**config.mk**
```make
export PLATFORM = sky130hd
export DESIGN_NAME = css_clock_control
export DESIGN_NICKNAME = d
export VERILOG_FILES = /design/src/rtl/css_pkg.sv /design/src/rtl/css_clock_control.sv
export VERILOG_INCLUDE_DIRS = /design/src /design/src/rtl
export SDC_FILE = /design/constraint.sdc
export NUM_CORES = 1
export LEC_CHECK = 0
export BUFFER_PORTS_ARGS = -buffer_cell sky130_fd_sc_hd__buf_2
export CAP_MARGIN = 20
export CORE_MARGIN = 8
export CORE_UTILIZATION = 53
export CTS_CLUSTER_SIZE = 16
export DETAILED_ROUTE_END_ITERATION = 16
export GPL_TIMING_DRIVEN = 1
export PLACE_DENSITY = 0.8
export SKIP_CTS_REPAIR_TIMING = 1
export SLEW_MARGIN = 20
export SYNTH_ARGS = -nofsm -noshare
export SYNTH_HDL_FRONTEND = slang
export SYNTH_SLANG_ARGS = --single-unit
```
**constraint.sdc**
```tcl
create_clock -name aclk -period 2.55 [get_ports aclk]
set_input_delay 0.51 -clock aclk [delete_from_list [all_inputs] [get_ports aclk]]
set_output_delay 0.51 -clock aclk [all_outputs]
set_load 0.01 [all_outputs]
```
**src/rtl/css_params.svh**
```systemverilog
/*
  Constants for the clock source select and start-up block: register
  offsets, field positions, fuse reset values and start-up counts.
  Assumes inclusion by bare name from the design and bench files.
*/
`ifndef CSS_PARAMS_SVH
`define CSS_PARAMS_SVH

// register byte offsets on the AXI4-Lite slave
`define CSS_ADDR_CTRL 4'h0
`define CSS_ADDR_STAT 4'h4
`define CSS_ADDR_FUSE 4'h8

// control register field positions
`define CSS_CTRL_MODE_LSB 0
`define CSS_CTRL_ASYNC 3
`define CSS_CTRL_SLEEP 4

// control register reset values
`define CSS_MODE_RST 3'h0
`define CSS_ASYNC_RST 1'h0

// fuse values as delivered (1 = unprogrammed)
`define CSS_SEL_RST 4'h1
`define CSS_STARTUP_RST 2'h2
`define CSS_AMP_RST 1'h1

// wake-up counts in selected-source cycles
`define CSS_WAKE_258 15'h0102
`define CSS_WAKE_1K 15'h0400
`define CSS_WAKE_16K 15'h4000
`define CSS_WAKE_RC 15'h0006

// reset delay counts in watchdog oscillator cycles
`define CSS_RST_4K 17'h0_1000
`define CSS_RST_64K 17'h1_0000

// bus responses
`define CSS_RESP_OKAY 2'h0
`define CSS_RESP_DECERR 2'h3

`endif

```
**src/rtl/css_pkg.sv**
```systemverilog
/*
  Types for the clock source select and start-up block.
  Assumes nothing beyond a SystemVerilog compiler.
*/
package css_pkg;

  // raw fuse set, each bit 1 when unprogrammed
  typedef struct packed {
    logic [3:0] clock_source_select;
    logic [1:0] startup_time_select;
    logic oscillator_amplifier_option;
  } css_fuse_s;

  // per-domain clock enables
  typedef struct packed {
    logic core_clock;
    logic program_memory_clock;
    logic peripheral_clock;
    logic async_timer_clock;
    logic converter_clock;
  } css_gates_s;

  typedef enum logic [2:0] {
    CSS_SRC_CRYSTAL = 3'h0,
    CSS_SRC_LOWFREQ = 3'h1,
    CSS_SRC_EXT_RC = 3'h2,
    CSS_SRC_INT_RC = 3'h3,
    CSS_SRC_EXT_CLK = 3'h4
  } css_source_e;

  typedef enum logic [2:0] {
    CSS_SLP_IDLE = 3'h0,
    CSS_SLP_CONV_NR = 3'h1,
    CSS_SLP_PWR_DOWN = 3'h2,
    CSS_SLP_PWR_SAVE = 3'h3,
    CSS_SLP_STANDBY = 3'h6
  } css_sleep_e;

  typedef enum logic [4:0] {
    CSS_ST_LOAD = 5'b00001,
    CSS_ST_START = 5'b00010,
    CSS_ST_RUN = 5'b00100,
    CSS_ST_SLEEP = 5'b01000,
    CSS_ST_WAKE = 5'b10000
  } css_state_e;

  typedef enum logic [1:0] {
    CSS_WK_258 = 2'h0,
    CSS_WK_1K = 2'h1,
    CSS_WK_16K = 2'h2,
    CSS_WK_RC = 2'h3
  } css_wake_e;

  typedef enum logic [1:0] {
    CSS_RD_NONE = 2'h0,
    CSS_RD_4K = 2'h1,
    CSS_RD_64K = 2'h2
  } css_rdly_e;

  typedef enum logic [2:0] {
    CSS_RNG_NONE = 3'h0,
    CSS_RNG_0P4 = 3'h1,
    CSS_RNG_0P9 = 3'h2,
    CSS_RNG_3P0 = 3'h3,
    CSS_RNG_WIDE = 3'h4
  } css_range_e;

endpackage

```
**src/rtl/css_clock_control.sv**
```systemverilog
/*
  Clock source select and start-up control: samples the fuses after
  reset, times the reset and wake-up delays, gates the domain clocks
  per sleep mode and exposes control and status over AXI4-Lite.
  Assumes source_tick pulses once per selected-source cycle and
  watchdog_osc_tick once per watchdog oscillator cycle, both aligned
  to aclk; wake inputs come from logic that runs unclocked.
*/
// Design decisions made here: register access over AXI4-Lite and the register offsets.
// Overview of operation
// - gate unused domain clocks per sleep mode
// - core logic idles while core clock stopped
// - external interrupt wakes without peripheral clock
// - two-wire address match wakes in every mode
// - program memory clock follows core clock
// - async timer only under internal RC
// - converter clock runs while core, program memory and peripheral clocks halt
// - four select fuses pick the source
// - fuse bit 1 unprogrammed, 0 programmed
// - wake counts selected-source cycles before execution
// - reset adds no, 4K or 64K watchdog cycles
// - delivered fuses 0001 and startup 10
// - amplifier fuse sets swing and range
// - crystal upper select bits set range
// - select low bit plus startup pick delays
// - low bit 0 delay table
// - low bit 1 delay table
`timescale 1ns/1ps
`default_nettype none
`include "css_params.svh"
module css_clock_control #(
  parameter logic [14:0] WAKE_LONG = `CSS_WAKE_16K,
  parameter logic [16:0] RST_LONG = `CSS_RST_64K
) (
  // clock and reset
  input wire logic aclk,
  input wire logic aresetn,
  // axi4-lite write
  input wire logic [3:0] s_axi_awaddr,
  input wire logic s_axi_awvalid,
  output logic s_axi_awready,
  input wire logic [31:0] s_axi_wdata,
  input wire logic [3:0] s_axi_wstrb,
  input wire logic s_axi_wvalid,
  output logic s_axi_wready,
  output logic [1:0] s_axi_bresp,
  output logic s_axi_bvalid,
  input wire logic s_axi_bready,
  // axi4-lite read
  input wire logic [3:0] s_axi_araddr,
  input wire logic s_axi_arvalid,
  output logic s_axi_arready,
  output logic [31:0] s_axi_rdata,
  output logic [1:0] s_axi_rresp,
  output logic s_axi_rvalid,
  input wire logic s_axi_rready,
  // fuses and oscillator ticks
  input wire css_pkg::css_fuse_s fuse_pins,
  input wire logic source_tick,
  input wire logic watchdog_osc_tick,
  // wake sources
  input wire logic external_interrupt_async,
  input wire logic two_wire_address_match,
  input wire logic async_timer_wake,
  // clock domains and oscillator setup
  output css_pkg::css_gates_s clock_gate,
  output logic execution_enable,
  output logic oscillator_full_swing,
  output css_pkg::css_range_e osc_range
);
  // source kind from the select fuses
  function automatic css_pkg::css_source_e src_kind(
    input logic [3:0] s);
    if (s >= 4'hA) return css_pkg::CSS_SRC_CRYSTAL;
    if (s == 4'h9) return css_pkg::CSS_SRC_LOWFREQ;
    if (s >= 4'h5) return css_pkg::CSS_SRC_EXT_RC;
    if (s >= 4'h1) return css_pkg::CSS_SRC_INT_RC;
    return css_pkg::CSS_SRC_EXT_CLK;
  endfunction
  // wake-up count choice
  function automatic css_pkg::css_wake_e wake_sel(
    input css_pkg::css_fuse_s f);
    logic [2:0] idx;
    idx = {f.clock_source_select[0], f.startup_time_select};
    if (src_kind(f.clock_source_select) != css_pkg::CSS_SRC_CRYSTAL)
      return css_pkg::CSS_WK_RC;
    if (idx <= 3'h1) return css_pkg::CSS_WK_258;
    if (idx <= 3'h4) return css_pkg::CSS_WK_1K;
    return css_pkg::CSS_WK_16K;
  endfunction
  // extra reset delay choice
  function automatic css_pkg::css_rdly_e rdly_sel(
    input css_pkg::css_fuse_s f);
    logic [2:0] idx;
    idx = {f.clock_source_select[0], f.startup_time_select};
    if (src_kind(f.clock_source_select) != css_pkg::CSS_SRC_CRYSTAL)
      idx = {1'b1, f.startup_time_select} + 3'h1;
    unique case (idx)
      3'h0, 3'h3, 3'h6: return css_pkg::CSS_RD_4K;
      3'h1, 3'h4, 3'h7: return css_pkg::CSS_RD_64K;
      default: return css_pkg::CSS_RD_NONE;
    endcase
  endfunction
  // wake count in cycles
  function automatic logic [14:0] wake_len(input css_pkg::css_wake_e w);
    unique case (w)
      css_pkg::CSS_WK_258: return `CSS_WAKE_258;
      css_pkg::CSS_WK_1K: return `CSS_WAKE_1K;
      css_pkg::CSS_WK_16K: return WAKE_LONG;
      default: return `CSS_WAKE_RC;
    endcase
  endfunction
  // reset delay in watchdog cycles
  function automatic logic [16:0] rdly_len(input css_pkg::css_rdly_e r);
    unique case (r)
      css_pkg::CSS_RD_4K: return `CSS_RST_4K;
      css_pkg::CSS_RD_64K: return RST_LONG;
      default: return 17'h0_0000;
    endcase
  endfunction
  // registers
  css_pkg::css_state_e state_ff, nxt_state;
  css_pkg::css_fuse_s fuse_ff;
  logic [14:0] wake_cnt_ff, nxt_wake_cnt;
  logic [16:0] rst_cnt_ff, nxt_rst_cnt;
  logic [2:0] mode_ff;
  logic async_en_ff, sleep_req_ff, nxt_sleep_req;
  css_pkg::css_gates_s nxt_gate;
  logic bvalid_ff, rvalid_ff;
  logic [1:0] bresp_ff, rresp_ff;
  logic [31:0] rdata_ff;
  // bus decode
  wire wr_fire = s_axi_awvalid & s_axi_wvalid & ~bvalid_ff;
  wire rd_fire = s_axi_arvalid & ~rvalid_ff;
  wire wr_map = (s_axi_awaddr == `CSS_ADDR_CTRL) |
    (s_axi_awaddr == `CSS_ADDR_STAT) | (s_axi_awaddr == `CSS_ADDR_FUSE);
  wire wr_ctrl = wr_fire & s_axi_wstrb[0] &
    (s_axi_awaddr == `CSS_ADDR_CTRL);
  assign s_axi_awready = wr_fire;
  assign s_axi_wready = wr_fire;
  assign s_axi_arready = ~rvalid_ff;
  assign s_axi_bvalid = bvalid_ff;
  assign s_axi_bresp = bresp_ff;
  assign s_axi_rvalid = rvalid_ff;
  assign s_axi_rresp = rresp_ff;
  assign s_axi_rdata = rdata_ff;
  // decoded fuse views, always from the held copy
  wire css_pkg::css_source_e kind = src_kind(fuse_ff.clock_source_select);
  wire css_pkg::css_wake_e wsel = wake_sel(fuse_ff);
  wire css_pkg::css_rdly_e rsel = rdly_sel(fuse_ff);
  wire amp_prog = ~fuse_ff.oscillator_amplifier_option;
  wire [2:0] xrange = fuse_ff.clock_source_select[3:1];
  wire css_pkg::css_range_e nxt_range =
    (kind != css_pkg::CSS_SRC_CRYSTAL) ? css_pkg::CSS_RNG_NONE :
    amp_prog ? css_pkg::CSS_RNG_WIDE :
    (xrange == 3'h5) ? css_pkg::CSS_RNG_0P4 :
    (xrange == 3'h6) ? css_pkg::CSS_RNG_0P9 : css_pkg::CSS_RNG_3P0;
  // sleep mode views
  wire m_idle = mode_ff == css_pkg::CSS_SLP_IDLE;
  wire m_nr = mode_ff == css_pkg::CSS_SLP_CONV_NR;
  wire m_pd = mode_ff == css_pkg::CSS_SLP_PWR_DOWN;
  wire m_ps = mode_ff == css_pkg::CSS_SLP_PWR_SAVE;
  wire m_sb = mode_ff == css_pkg::CSS_SLP_STANDBY;
  // oscillator stops only in these, so only they need a start-up
  wire m_deep = m_pd | m_ps;
  // interrupt and address match are unclocked levels, so they act with clocks halted; the timer wake counts only while async_timer_clock runs
  wire wake_event = external_interrupt_async |
    two_wire_address_match |
    (async_timer_wake & clock_gate.async_timer_clock);
  wire in_sleep = state_ff == css_pkg::CSS_ST_SLEEP;
  wire wake_go = in_sleep & wake_event;
  wire wake_zero = wake_cnt_ff == 15'h0000;
  wire rst_zero = rst_cnt_ff == 17'h0_0000;
  wire sleep_take = (state_ff == css_pkg::CSS_ST_RUN) & sleep_req_ff;
  // state sequencing
  always_comb begin
    nxt_state = state_ff;
    unique case (state_ff)
      css_pkg::CSS_ST_LOAD: nxt_state = css_pkg::CSS_ST_START;
      css_pkg::CSS_ST_START: begin
        if (wake_zero & rst_zero) begin
          nxt_state = css_pkg::CSS_ST_RUN;
        end
      end
      css_pkg::CSS_ST_RUN: begin
        if (sleep_req_ff) begin
          nxt_state = css_pkg::CSS_ST_SLEEP;
        end
      end
      css_pkg::CSS_ST_SLEEP: begin
        if (wake_event) begin
          nxt_state = m_deep ? css_pkg::CSS_ST_WAKE :
            css_pkg::CSS_ST_RUN;
        end
      end
      css_pkg::CSS_ST_WAKE: begin
        if (wake_zero) begin
          nxt_state = css_pkg::CSS_ST_RUN;
        end
      end
      default: nxt_state = css_pkg::CSS_ST_LOAD;
    endcase
  end
  // counters: loaded from the pins during load, then tick down
  always_comb begin
    nxt_wake_cnt = wake_cnt_ff;
    nxt_rst_cnt = rst_cnt_ff;
    if (state_ff == css_pkg::CSS_ST_LOAD) begin
      nxt_wake_cnt = wake_len(wake_sel(fuse_pins));
      nxt_rst_cnt = rdly_len(rdly_sel(fuse_pins));
    end else if (wake_go & m_deep) begin
      nxt_wake_cnt = wake_len(wsel);
    end else begin
      if (source_tick & ~wake_zero &
          (state_ff != css_pkg::CSS_ST_RUN) & ~in_sleep) begin
        nxt_wake_cnt = wake_cnt_ff - 15'h0001;
      end
      if (watchdog_osc_tick & ~rst_zero &
          (state_ff == css_pkg::CSS_ST_START)) begin
        nxt_rst_cnt = rst_cnt_ff - 17'h0_0001;
      end
    end
  end
  // domain gating, computed for the coming state
  wire n_run = nxt_state == css_pkg::CSS_ST_RUN;
  wire n_slp = nxt_state == css_pkg::CSS_ST_SLEEP;
  wire n_boot = (nxt_state == css_pkg::CSS_ST_LOAD) |
    (nxt_state == css_pkg::CSS_ST_START);
  always_comb begin
    nxt_gate.core_clock = n_run;
    nxt_gate.program_memory_clock = n_run;
    nxt_gate.peripheral_clock = n_run | (n_slp & m_idle);
    nxt_gate.converter_clock = n_run | (n_slp & (m_idle | m_nr));
    // the timer shares the oscillator pins with external sources
    nxt_gate.async_timer_clock = async_en_ff & ~n_boot &
      (kind == css_pkg::CSS_SRC_INT_RC) & ~(n_slp & (m_pd | m_sb));
  end
  // a new sleep request written as the old one is taken is kept
  assign nxt_sleep_req = (wr_ctrl & s_axi_wdata[`CSS_CTRL_SLEEP]) |
    (sleep_req_ff & ~sleep_take);
  // read mux
  wire [31:0] stat_word = {15'h0000, state_ff, execution_enable,
    oscillator_full_swing, rsel, wsel, nxt_range, kind};
  wire [31:0] ctrl_word = {27'h000_0000, sleep_req_ff, async_en_ff,
    mode_ff};
  wire [31:0] fuse_word = {25'h000_0000, fuse_ff};
  wire [31:0] rd_word = (s_axi_araddr == `CSS_ADDR_CTRL) ? ctrl_word :
    (s_axi_araddr == `CSS_ADDR_STAT) ? stat_word :
    (s_axi_araddr == `CSS_ADDR_FUSE) ? fuse_word : 32'h0000_0000;
  wire rd_map = (s_axi_araddr == `CSS_ADDR_CTRL) |
    (s_axi_araddr == `CSS_ADDR_STAT) | (s_axi_araddr == `CSS_ADDR_FUSE);
  // fsm, counters and outputs
  always_ff @(posedge aclk) begin
    if (!aresetn) begin
      state_ff <= css_pkg::CSS_ST_LOAD;
      wake_cnt_ff <= 15'h0000;
      rst_cnt_ff <= 17'h0_0000;
      clock_gate <= '0;
      execution_enable <= 1'b0;
    end else begin
      state_ff <= nxt_state;
      wake_cnt_ff <= nxt_wake_cnt;
      rst_cnt_ff <= nxt_rst_cnt;
      clock_gate <= nxt_gate;
      execution_enable <= n_run;
    end
  end
  // fuses: delivered values in reset, sampled once at release
  always_ff @(posedge aclk) begin
    if (!aresetn) begin
      fuse_ff <= {`CSS_SEL_RST, `CSS_STARTUP_RST, `CSS_AMP_RST};
      oscillator_full_swing <= 1'b0;
      osc_range <= css_pkg::CSS_RNG_NONE;
    end else begin
      if (state_ff == css_pkg::CSS_ST_LOAD) begin
        fuse_ff <= fuse_pins;
      end
      oscillator_full_swing <= amp_prog;
      osc_range <= nxt_range;
    end
  end
  // control register
  always_ff @(posedge aclk) begin
    if (!aresetn) begin
      mode_ff <= `CSS_MODE_RST;
      async_en_ff <= `CSS_ASYNC_RST;
      sleep_req_ff <= 1'b0;
    end else begin
      if (wr_ctrl) begin
        mode_ff <= s_axi_wdata[`CSS_CTRL_MODE_LSB +: 3];
        async_en_ff <= s_axi_wdata[`CSS_CTRL_ASYNC];
      end
      sleep_req_ff <= nxt_sleep_req;
    end
  end
  // bus responses, one cycle after acceptance
  always_ff @(posedge aclk) begin
    if (!aresetn) begin
      bvalid_ff <= 1'b0;
      bresp_ff <= `CSS_RESP_OKAY;
      rvalid_ff <= 1'b0;
      rresp_ff <= `CSS_RESP_OKAY;
      rdata_ff <= 32'h0000_0000;
    end else begin
      bvalid_ff <= wr_fire | (bvalid_ff & ~s_axi_bready);
      rvalid_ff <= rd_fire | (rvalid_ff & ~s_axi_rready);
      if (wr_fire) begin
        bresp_ff <= wr_map ? `CSS_RESP_OKAY : `CSS_RESP_DECERR;
      end
      if (rd_fire) begin
        rdata_ff <= rd_word;
        rresp_ff <= rd_map ? `CSS_RESP_OKAY : `CSS_RESP_DECERR;
      end
    end
  end
endmodule // css_clock_control
`default_nettype wire

```
**Word level (Yosys, flattened, before mapping)**

Index checks and enable logic that the tools add are counted.
W data, S select, Z words.

- Reduce and logical (&&, ||, !) cells: 18
- Muxes and demuxes: 99
- Order comparisons: 10
- Equality and inequality tests: 40
- $add $sub $neg: 4
- Bitwise gates (word level): 51

Operators with widths:

| kind | count |
|---|---|
| $pmux W15 S3 | 2 |
| $mux W17 | 5 |
| $mux W3 | 22 |
| $mux W15 | 3 |
| $mux W1 | 40 |
| $mux W2 | 17 |
| $pmux W17 S2 | 1 |
| $eq A3 B3 Y1 const B | 9 |
| $and A1 B1 Y1 | 25 |
| $mux W5 | 5 |
| $pmux W5 S5 | 1 |
| $logic_not A17 Y1 | 1 |
| $sub A17 B1 Y17 const B | 1 |
| $eq A4 B4 Y1 const B | 4 |
| $eq A3 B2 Y1 const B | 5 |
| $logic_not A15 Y1 | 1 |
| $or A1 B1 Y1 | 15 |
| $sub A15 B1 Y15 const B | 1 |
| $reduce_or A3 Y1 | 4 |
| $not A1 Y1 | 11 |
| $eq A5 B1 Y1 const B | 2 |
| $eq A5 B2 Y1 const B | 2 |
| $eq A5 B3 Y1 const B | 2 |
| $eq A5 B4 Y1 const B | 2 |
| 21 further kinds | 41 |

- Input port bits: 63
- Logic and storage cells: 242
- Output and inout port bits: 51
- Bits in registers: 95

**Longest topological paths before layout**

- Depth after elaboration: 32
- Gate-level depth with buffers: 10
- Depth with buffers taken out: 9

**Worst setup path after synthesis**

OpenSTA, ideal clock, no wires.

- Path kind: flip-flop to flip-flop
- Start: register fuse_ff[2] (netlist name)
- End: register wake_cnt_ff[8]
- Stages on the path, launching flop included: 9
- Arrival time: 1.973 ns
- Clock period less this slack: 2.092 ns
- Buffers on the path: 0
- Data required time: 2.431 ns
- Slack: 0.458 ns
- Cells stage by stage: dfxtp_1 -> inv_1 -> ha_1 -> o311ai_0 -> inv_1 -> ha_1 -> o21ai_0 -> a21oi_1 -> o221a_1

- Cells in the longest elaborated chain, start to end: 11
- Elaborated cells between the ends (all ways): 18
- Classes of those cells: order compare: 2; eq/ne: 2; mux: 13; reduce/logical: 1

RTL lines:

| what | line | text |
|---|---|---|
| from (decl) | css_clock_control.sv:123 | `css_pkg::css_fuse_s fuse_ff;` |
| from (signal assigned) | css_clock_control.sv:271 | `` fuse_ff <= {`CSS_SEL_RST, `CSS_STARTUP_RST, `CSS_AMP_RST}; `` |
| from (signal assigned) | css_clock_control.sv:276 | `fuse_ff <= fuse_pins;` |
| $le A3 B3 Y1 | css_clock_control.sv:88 | `if (idx <= 3'h4) return css_pkg::CSS_WK_1K;` |
| $mux W1 (2 in series) | css_clock_control.sv:88 |  |
| $mux W1 | css_clock_control.sv:87 | `if (idx <= 3'h1) return css_pkg::CSS_WK_258;` |
| $mux W2 | css_clock_control.sv:89 | `return css_pkg::CSS_WK_16K;` |
| $mux W2 (*) | css_clock_control.sv:88 |  |
| $mux W2 (*) | css_clock_control.sv:87 |  |
| $eq A2 B2 Y1 (tied with other cells) | css_clock_control.sv:106 | `unique case (w)` |
| $pmux W15 S3 (*) | css_clock_control.sv:106 |  |
| $mux W15 (*) | css_clock_control.sv:211 | `end else if (wake_go & m_deep) begin` |
| $mux W15 (*) | css_clock_control.sv:208 | `if (state_ff == css_pkg::CSS_ST_LOAD) begin` |
| to (signal assigned) | css_clock_control.sv:262 | `wake_cnt_ff <= nxt_wake_cnt;` |
| to (decl) | css_clock_control.sv:124 | `logic [14:0] wake_cnt_ff, nxt_wake_cnt;` |

Mark *: on every way between the ends. The rest lies on a longest branch, timed or not. The select of a mux whose other input is x is not followed.
A chain may end at the register's enable or synchronous reset.

**Worst setup path after layout**

- Start: register state_ff[0]
- End: register wake_cnt_ff[8]

- Cells in the longest elaborated chain, start to end: 5
- Elaborated cells between the ends (all ways): 11
- Classes of those cells: eq/ne: 3; mux: 2; bitwise: 5; reduce/logical: 1

RTL lines:

| what | line | text |
|---|---|---|
| from (decl) | css_clock_control.sv:122 | `css_pkg::css_state_e state_ff, nxt_state;` |
| from (signal assigned) | css_clock_control.sv:255 | `state_ff <= css_pkg::CSS_ST_LOAD;` |
| from (signal assigned) | css_clock_control.sv:261 | `state_ff <= nxt_state;` |
| $eq A5 B4 Y1 | css_clock_control.sv:170 | `wire in_sleep = state_ff == css_pkg::CSS_ST_SLEEP;` |
| $and A1 B1 Y1 | css_clock_control.sv:171 | `wire wake_go = in_sleep & wake_event;` |
| $and A1 B1 Y1 | css_clock_control.sv:211 |  |
| $mux W15 | css_clock_control.sv:211 |  |
| $mux W15 | css_clock_control.sv:208 |  |

Several ways; a longest one is shown, not always the timed one.

==> results.txt <==
----------------------------------------------------
[Status]
  Result of the run ... finished clean

[Global routing]
  Grt total ovfl ... 0
  Via count of the first global-routing pass ... 3789
  Global Route Usage Sum ... 0.1877
  Number of antenna violations at the first check in global routing ... 0
  Global-route wire length before repair ... roughly 18 mm
  Largest net degree at the start of global routing ... 38

[Routing]
  First-pass DRT Iterations ... 5
  Total Wirelength ... approximately 10 mm
  Post-detailed-route wirelength per cell ... around 15 um
  Remaining number of nets flagged by the antenna check after routing ... 0
  First-iteration detailed-routing DRC count ... ~270
  Via count ... between 3000 and 4000
  DR vias/cell ... approximately 5.8
  Number of design rule violations left after detail routing ... 0

[Synthesis]
  Number of enable flip-flop cells after synthesis ... 0
  Seq cells post-synth ... between 70 and 80
  Portion of the post-synthesis area used by sequential elements ... 0.3694
  Post-synthesis instance total ... between 500 and 600
  Asr flop ratio synth ... 0
  Prevailing post-synth register cell ... sky130_fd_sc_hd__dfxtp_1
  Netlist area before placement ... between 0.004 and 0.005 mm2
  Yosys warns ... 0
  Count of distinct cell types in the synthesized netlist ... 68
  Per-instance average area after synthesis ... about 8.2 um2

[Floorplanning]
  Die Outline Area ... 0.01109 mm2
  Initial Utilization ... 0.5470
  Area of the placeable core ... between 0.007 and 0.008 mm2
  Vertical die dimension ... approximately 110 um
  FP Rows ... 32
  Die Span X ... ~110 um
  Number of top-level pins ... approximately 110

[Min path]
  Min-delay worst type ... primary input to flop

[Power and ir drop]
  Power density of the placed cells ... 763.7 mW/mm2
  Final Total Pwr ... around 0.0037 W
  Leakage power ... between 2 and 2.5 nW
  Worst IR Drop VDD ... around 0.30 mV

[Layout]
  Commonest cells after routing, fill and taps aside ... 78 x sky130_fd_sc_hd__dfxtp_1, 68 x sky130_fd_sc_hd__buf_2, 53 x sky130_fd_sc_hd__nand2_1, 46 x sky130_fd_sc_hd__nor2_1, 38 x sky130_fd_sc_hd__a21oi_1
  Diodes inserted ... 0
  NumNets Final ... approximately 650
  Commonest non-fill, non-tap cell in the layout ... sky130_fd_sc_hd__dfxtp_1
  Final-layout fill cell count ... ~670
  Signed area change from the synthesized netlist to the final layout ... 13.20%
  Final standard cell count with taps included and fillers excluded ... 682
  Layout cells sized above 1 ... 0.1931

[Setup path]
  Type of destination of the critical path ... flop
  Setup crit start kind ... flop
  Critical-path cell with the highest stage delay ... sky130_fd_sc_hd__or4b_4
  Crit-path cells ... or3_1 -> or4b_4 -> o211ai_2 -> o41ai_1 -> o221a_1
  Startpoint-to-endpoint class of the critical path ... flop to flop
  Cell family with most CP delay ... simple AND/OR/NAND/NOR gates
  Data required, critical path ... roughly 2.8 ns
  Delay of the slowest critical-path stage ... around 0.65 ns
  CP Max Fanout ... 14
  CP bufs+invs ... 0
  Arrival @ worst endpoint ... roughly 2.5 ns

[STA]
  Clock skew ... 0.01270 ns
  Unrepaired setup endpoints after global routing ... false
  Transition time at the pin with the least slew margin ... between 0.7 and 0.8 ns
  Final period utilization ... 0.8862
  Final setup violation count ... 0
  Sum Neg Setup Slack ... 0 ns
  Highest clock frequency the design can meet ... 0.4425 GHz
  Max-slew violation count ... 0
  Shortest period the worst path allows ... 2.260 ns
  Worst-case headroom to the max-slew limit ... 0.5023
  Final Hold Fails ... 0

[Clock network]
  Clock slew at the register clock pins of the worst setup and hold paths ... about 0.09 ns
  Clock root cell ... sky130_fd_sc_hd__clkbuf_8
  Number of buffers on the longest clock path ... 2
  Clock tree from TritonCTS ... built
  Latest clock arrival within the worst-skew pair ... about 0.36 ns
  Number of sinks on the clock net ... slightly below 80
  Number of buffers inserted during clock tree synthesis ... 9
  Htree depth ... 3

[Placement]
  Number of buffers added on ports ... slightly below 70
  Placed insts ... approximately 670
  Placer Congestion ... 0.8444
  Detail Placement HPWL ... approximately 7.7 mm

[Run]
  Max-cap violations ... 0

----------------------------------------------------
-- path summary, 6_finish.rpt --
check                           slack [ns]                           end  depth (start not counted)                         start
worst min register to register        0.46  s_axi_rdata[12]$_SDFFE_PN0P_                          2  s_axi_rdata[12]$_SDFFE_PN0P_
worst max register to register        0.29   wake_cnt_ff[8]$_SDFFE_PN0P_                          5        state_ff[0]$_SDFF_PN1_
worst min-delay path                  0.32       s_axi_rvalid$_SDFF_PN0_                          2                  s_axi_rready
worst max-delay path                  0.29   wake_cnt_ff[8]$_SDFFE_PN0P_                          5        state_ff[0]$_SDFF_PN1_
-- sequential cells by signal (all words and copies together) (netlist names), 3 cells and up --
register	cells
s_axi_rdata	17
clock_gate	3
mode_ff	3
osc_range	3
state_ff	5
rst_cnt_ff	17
wake_cnt_ff	15
fuse_ff	7
-- through the flow --
| step | instance area (um2) | setup WS (ns) | hold WS (ns) | utilization |
|---|---|---|---|---|
| floorplan | 4279 | 0.4581 | 0.4515 | - |
| global placement | 4582 | 0.3834 | 0.4371 | 0.5929 |
| detailed placement | 4582 | 0.3316 | 0.4432 | 0.5929 |
| CTS | 4785 | 0.2897 | 0.3110 | 0.6192 |
| global route | 4785 | 0.1027 | 0.3191 | 0.6192 |
| finish | 4785 | 0.2901 | 0.3168 | 0.6192 |
-- synthesized netlist by cell type (9+ instances only) --
cell type / instances / share of area
sky130_fd_sc_hd__nor3_1: 16 / 0.019
sky130_fd_sc_hd__o211ai_1: 9 / 0.016
sky130_fd_sc_hd__buf_4: 22 / 0.039
sky130_fd_sc_hd__nor2_1: 46 / 0.041
sky130_fd_sc_hd__or3_1: 10 / 0.015
sky130_fd_sc_hd__a21oi_1: 38 / 0.045
sky130_fd_sc_hd__nand3_1: 24 / 0.028
sky130_fd_sc_hd__inv_1: 15 / 0.013
sky130_fd_sc_hd__dfxtp_1: 78 / 0.37
sky130_fd_sc_hd__nand2_1: 53 / 0.047
sky130_fd_sc_hd__ha_1: 13 / 0.038
sky130_fd_sc_hd__xnor2_1: 10 / 0.021
sky130_fd_sc_hd__o21ai_0: 23 / 0.027
sky130_fd_sc_hd__clkbuf_1: 13 / 0.012
sky130_fd_sc_hd__xor2_1: 14 / 0.029
-- worst register-to-register path: stages (launching register included) --
cell and delay [ns]:
sky130_fd_sc_hd__dfxtp_1 0.39, sky130_fd_sc_hd__or3_1 0.39, sky130_fd_sc_hd__or4b_4 0.65, sky130_fd_sc_hd__o211ai_2 0.31, sky130_fd_sc_hd__o41ai_1 0.18, sky130_fd_sc_hd__o221a_1 0.24
-- layout make-up --
class | count | area (um2) | area share
clock buffers | 9 | 123.9 | 0.02589
flip-flops and latches | 78 | 1562 | 0.3264
multi-input cells | 391 | 2410 | 0.5037
repair buffers | 79 | 422.9 | 0.08839
clock inverters | 7 | 78.83 | 0.01647
inverters | 16 | 60.06 | 0.01255
well taps | 102 | 127.6 | 0.02667
-- routing by layer --
layer / up-vias / global-route usage / share of wire / wire length (um)
li1: 1941 / - / - / -
met1: 1881 / 0.2219 / 0.43 / 4465
met2: 103 / 0.3242 / 0.51 / 5337
met3: 15 / 0.03654 / 0.050 / 519
met4: 0 / 0.07849 / 0.015 / 152
met5: - / 0 / 0 / 0
-- kinds of logic after synthesis --
kind of cell / synth area share
other: 0.0008872
adders and majority gates: 0.03849
DFF: 0.3694
and+or+nand+nor: 0.2626
AOI/OAI and AO/OA: 0.1904
muxes: 0.01421
buffers and inverters: 0.07430
xor gates and xnor gates: 0.04973
-- report_power, final --
| group | switching (W) | total (W) | internal (W) | leakage [nW] |
|---|---|---|---|---|
| Sequential | 0.000148 | 0.00149 | 0.00134 | 0.635 |
| Clock | 0.000506 | 0.000970 | 0.000464 | 0.0982 |
| Combinational | 0.000719 | 0.00120 | 0.000478 | 1.29 |
Note: power is estimated with default switching activity, not from simulation.
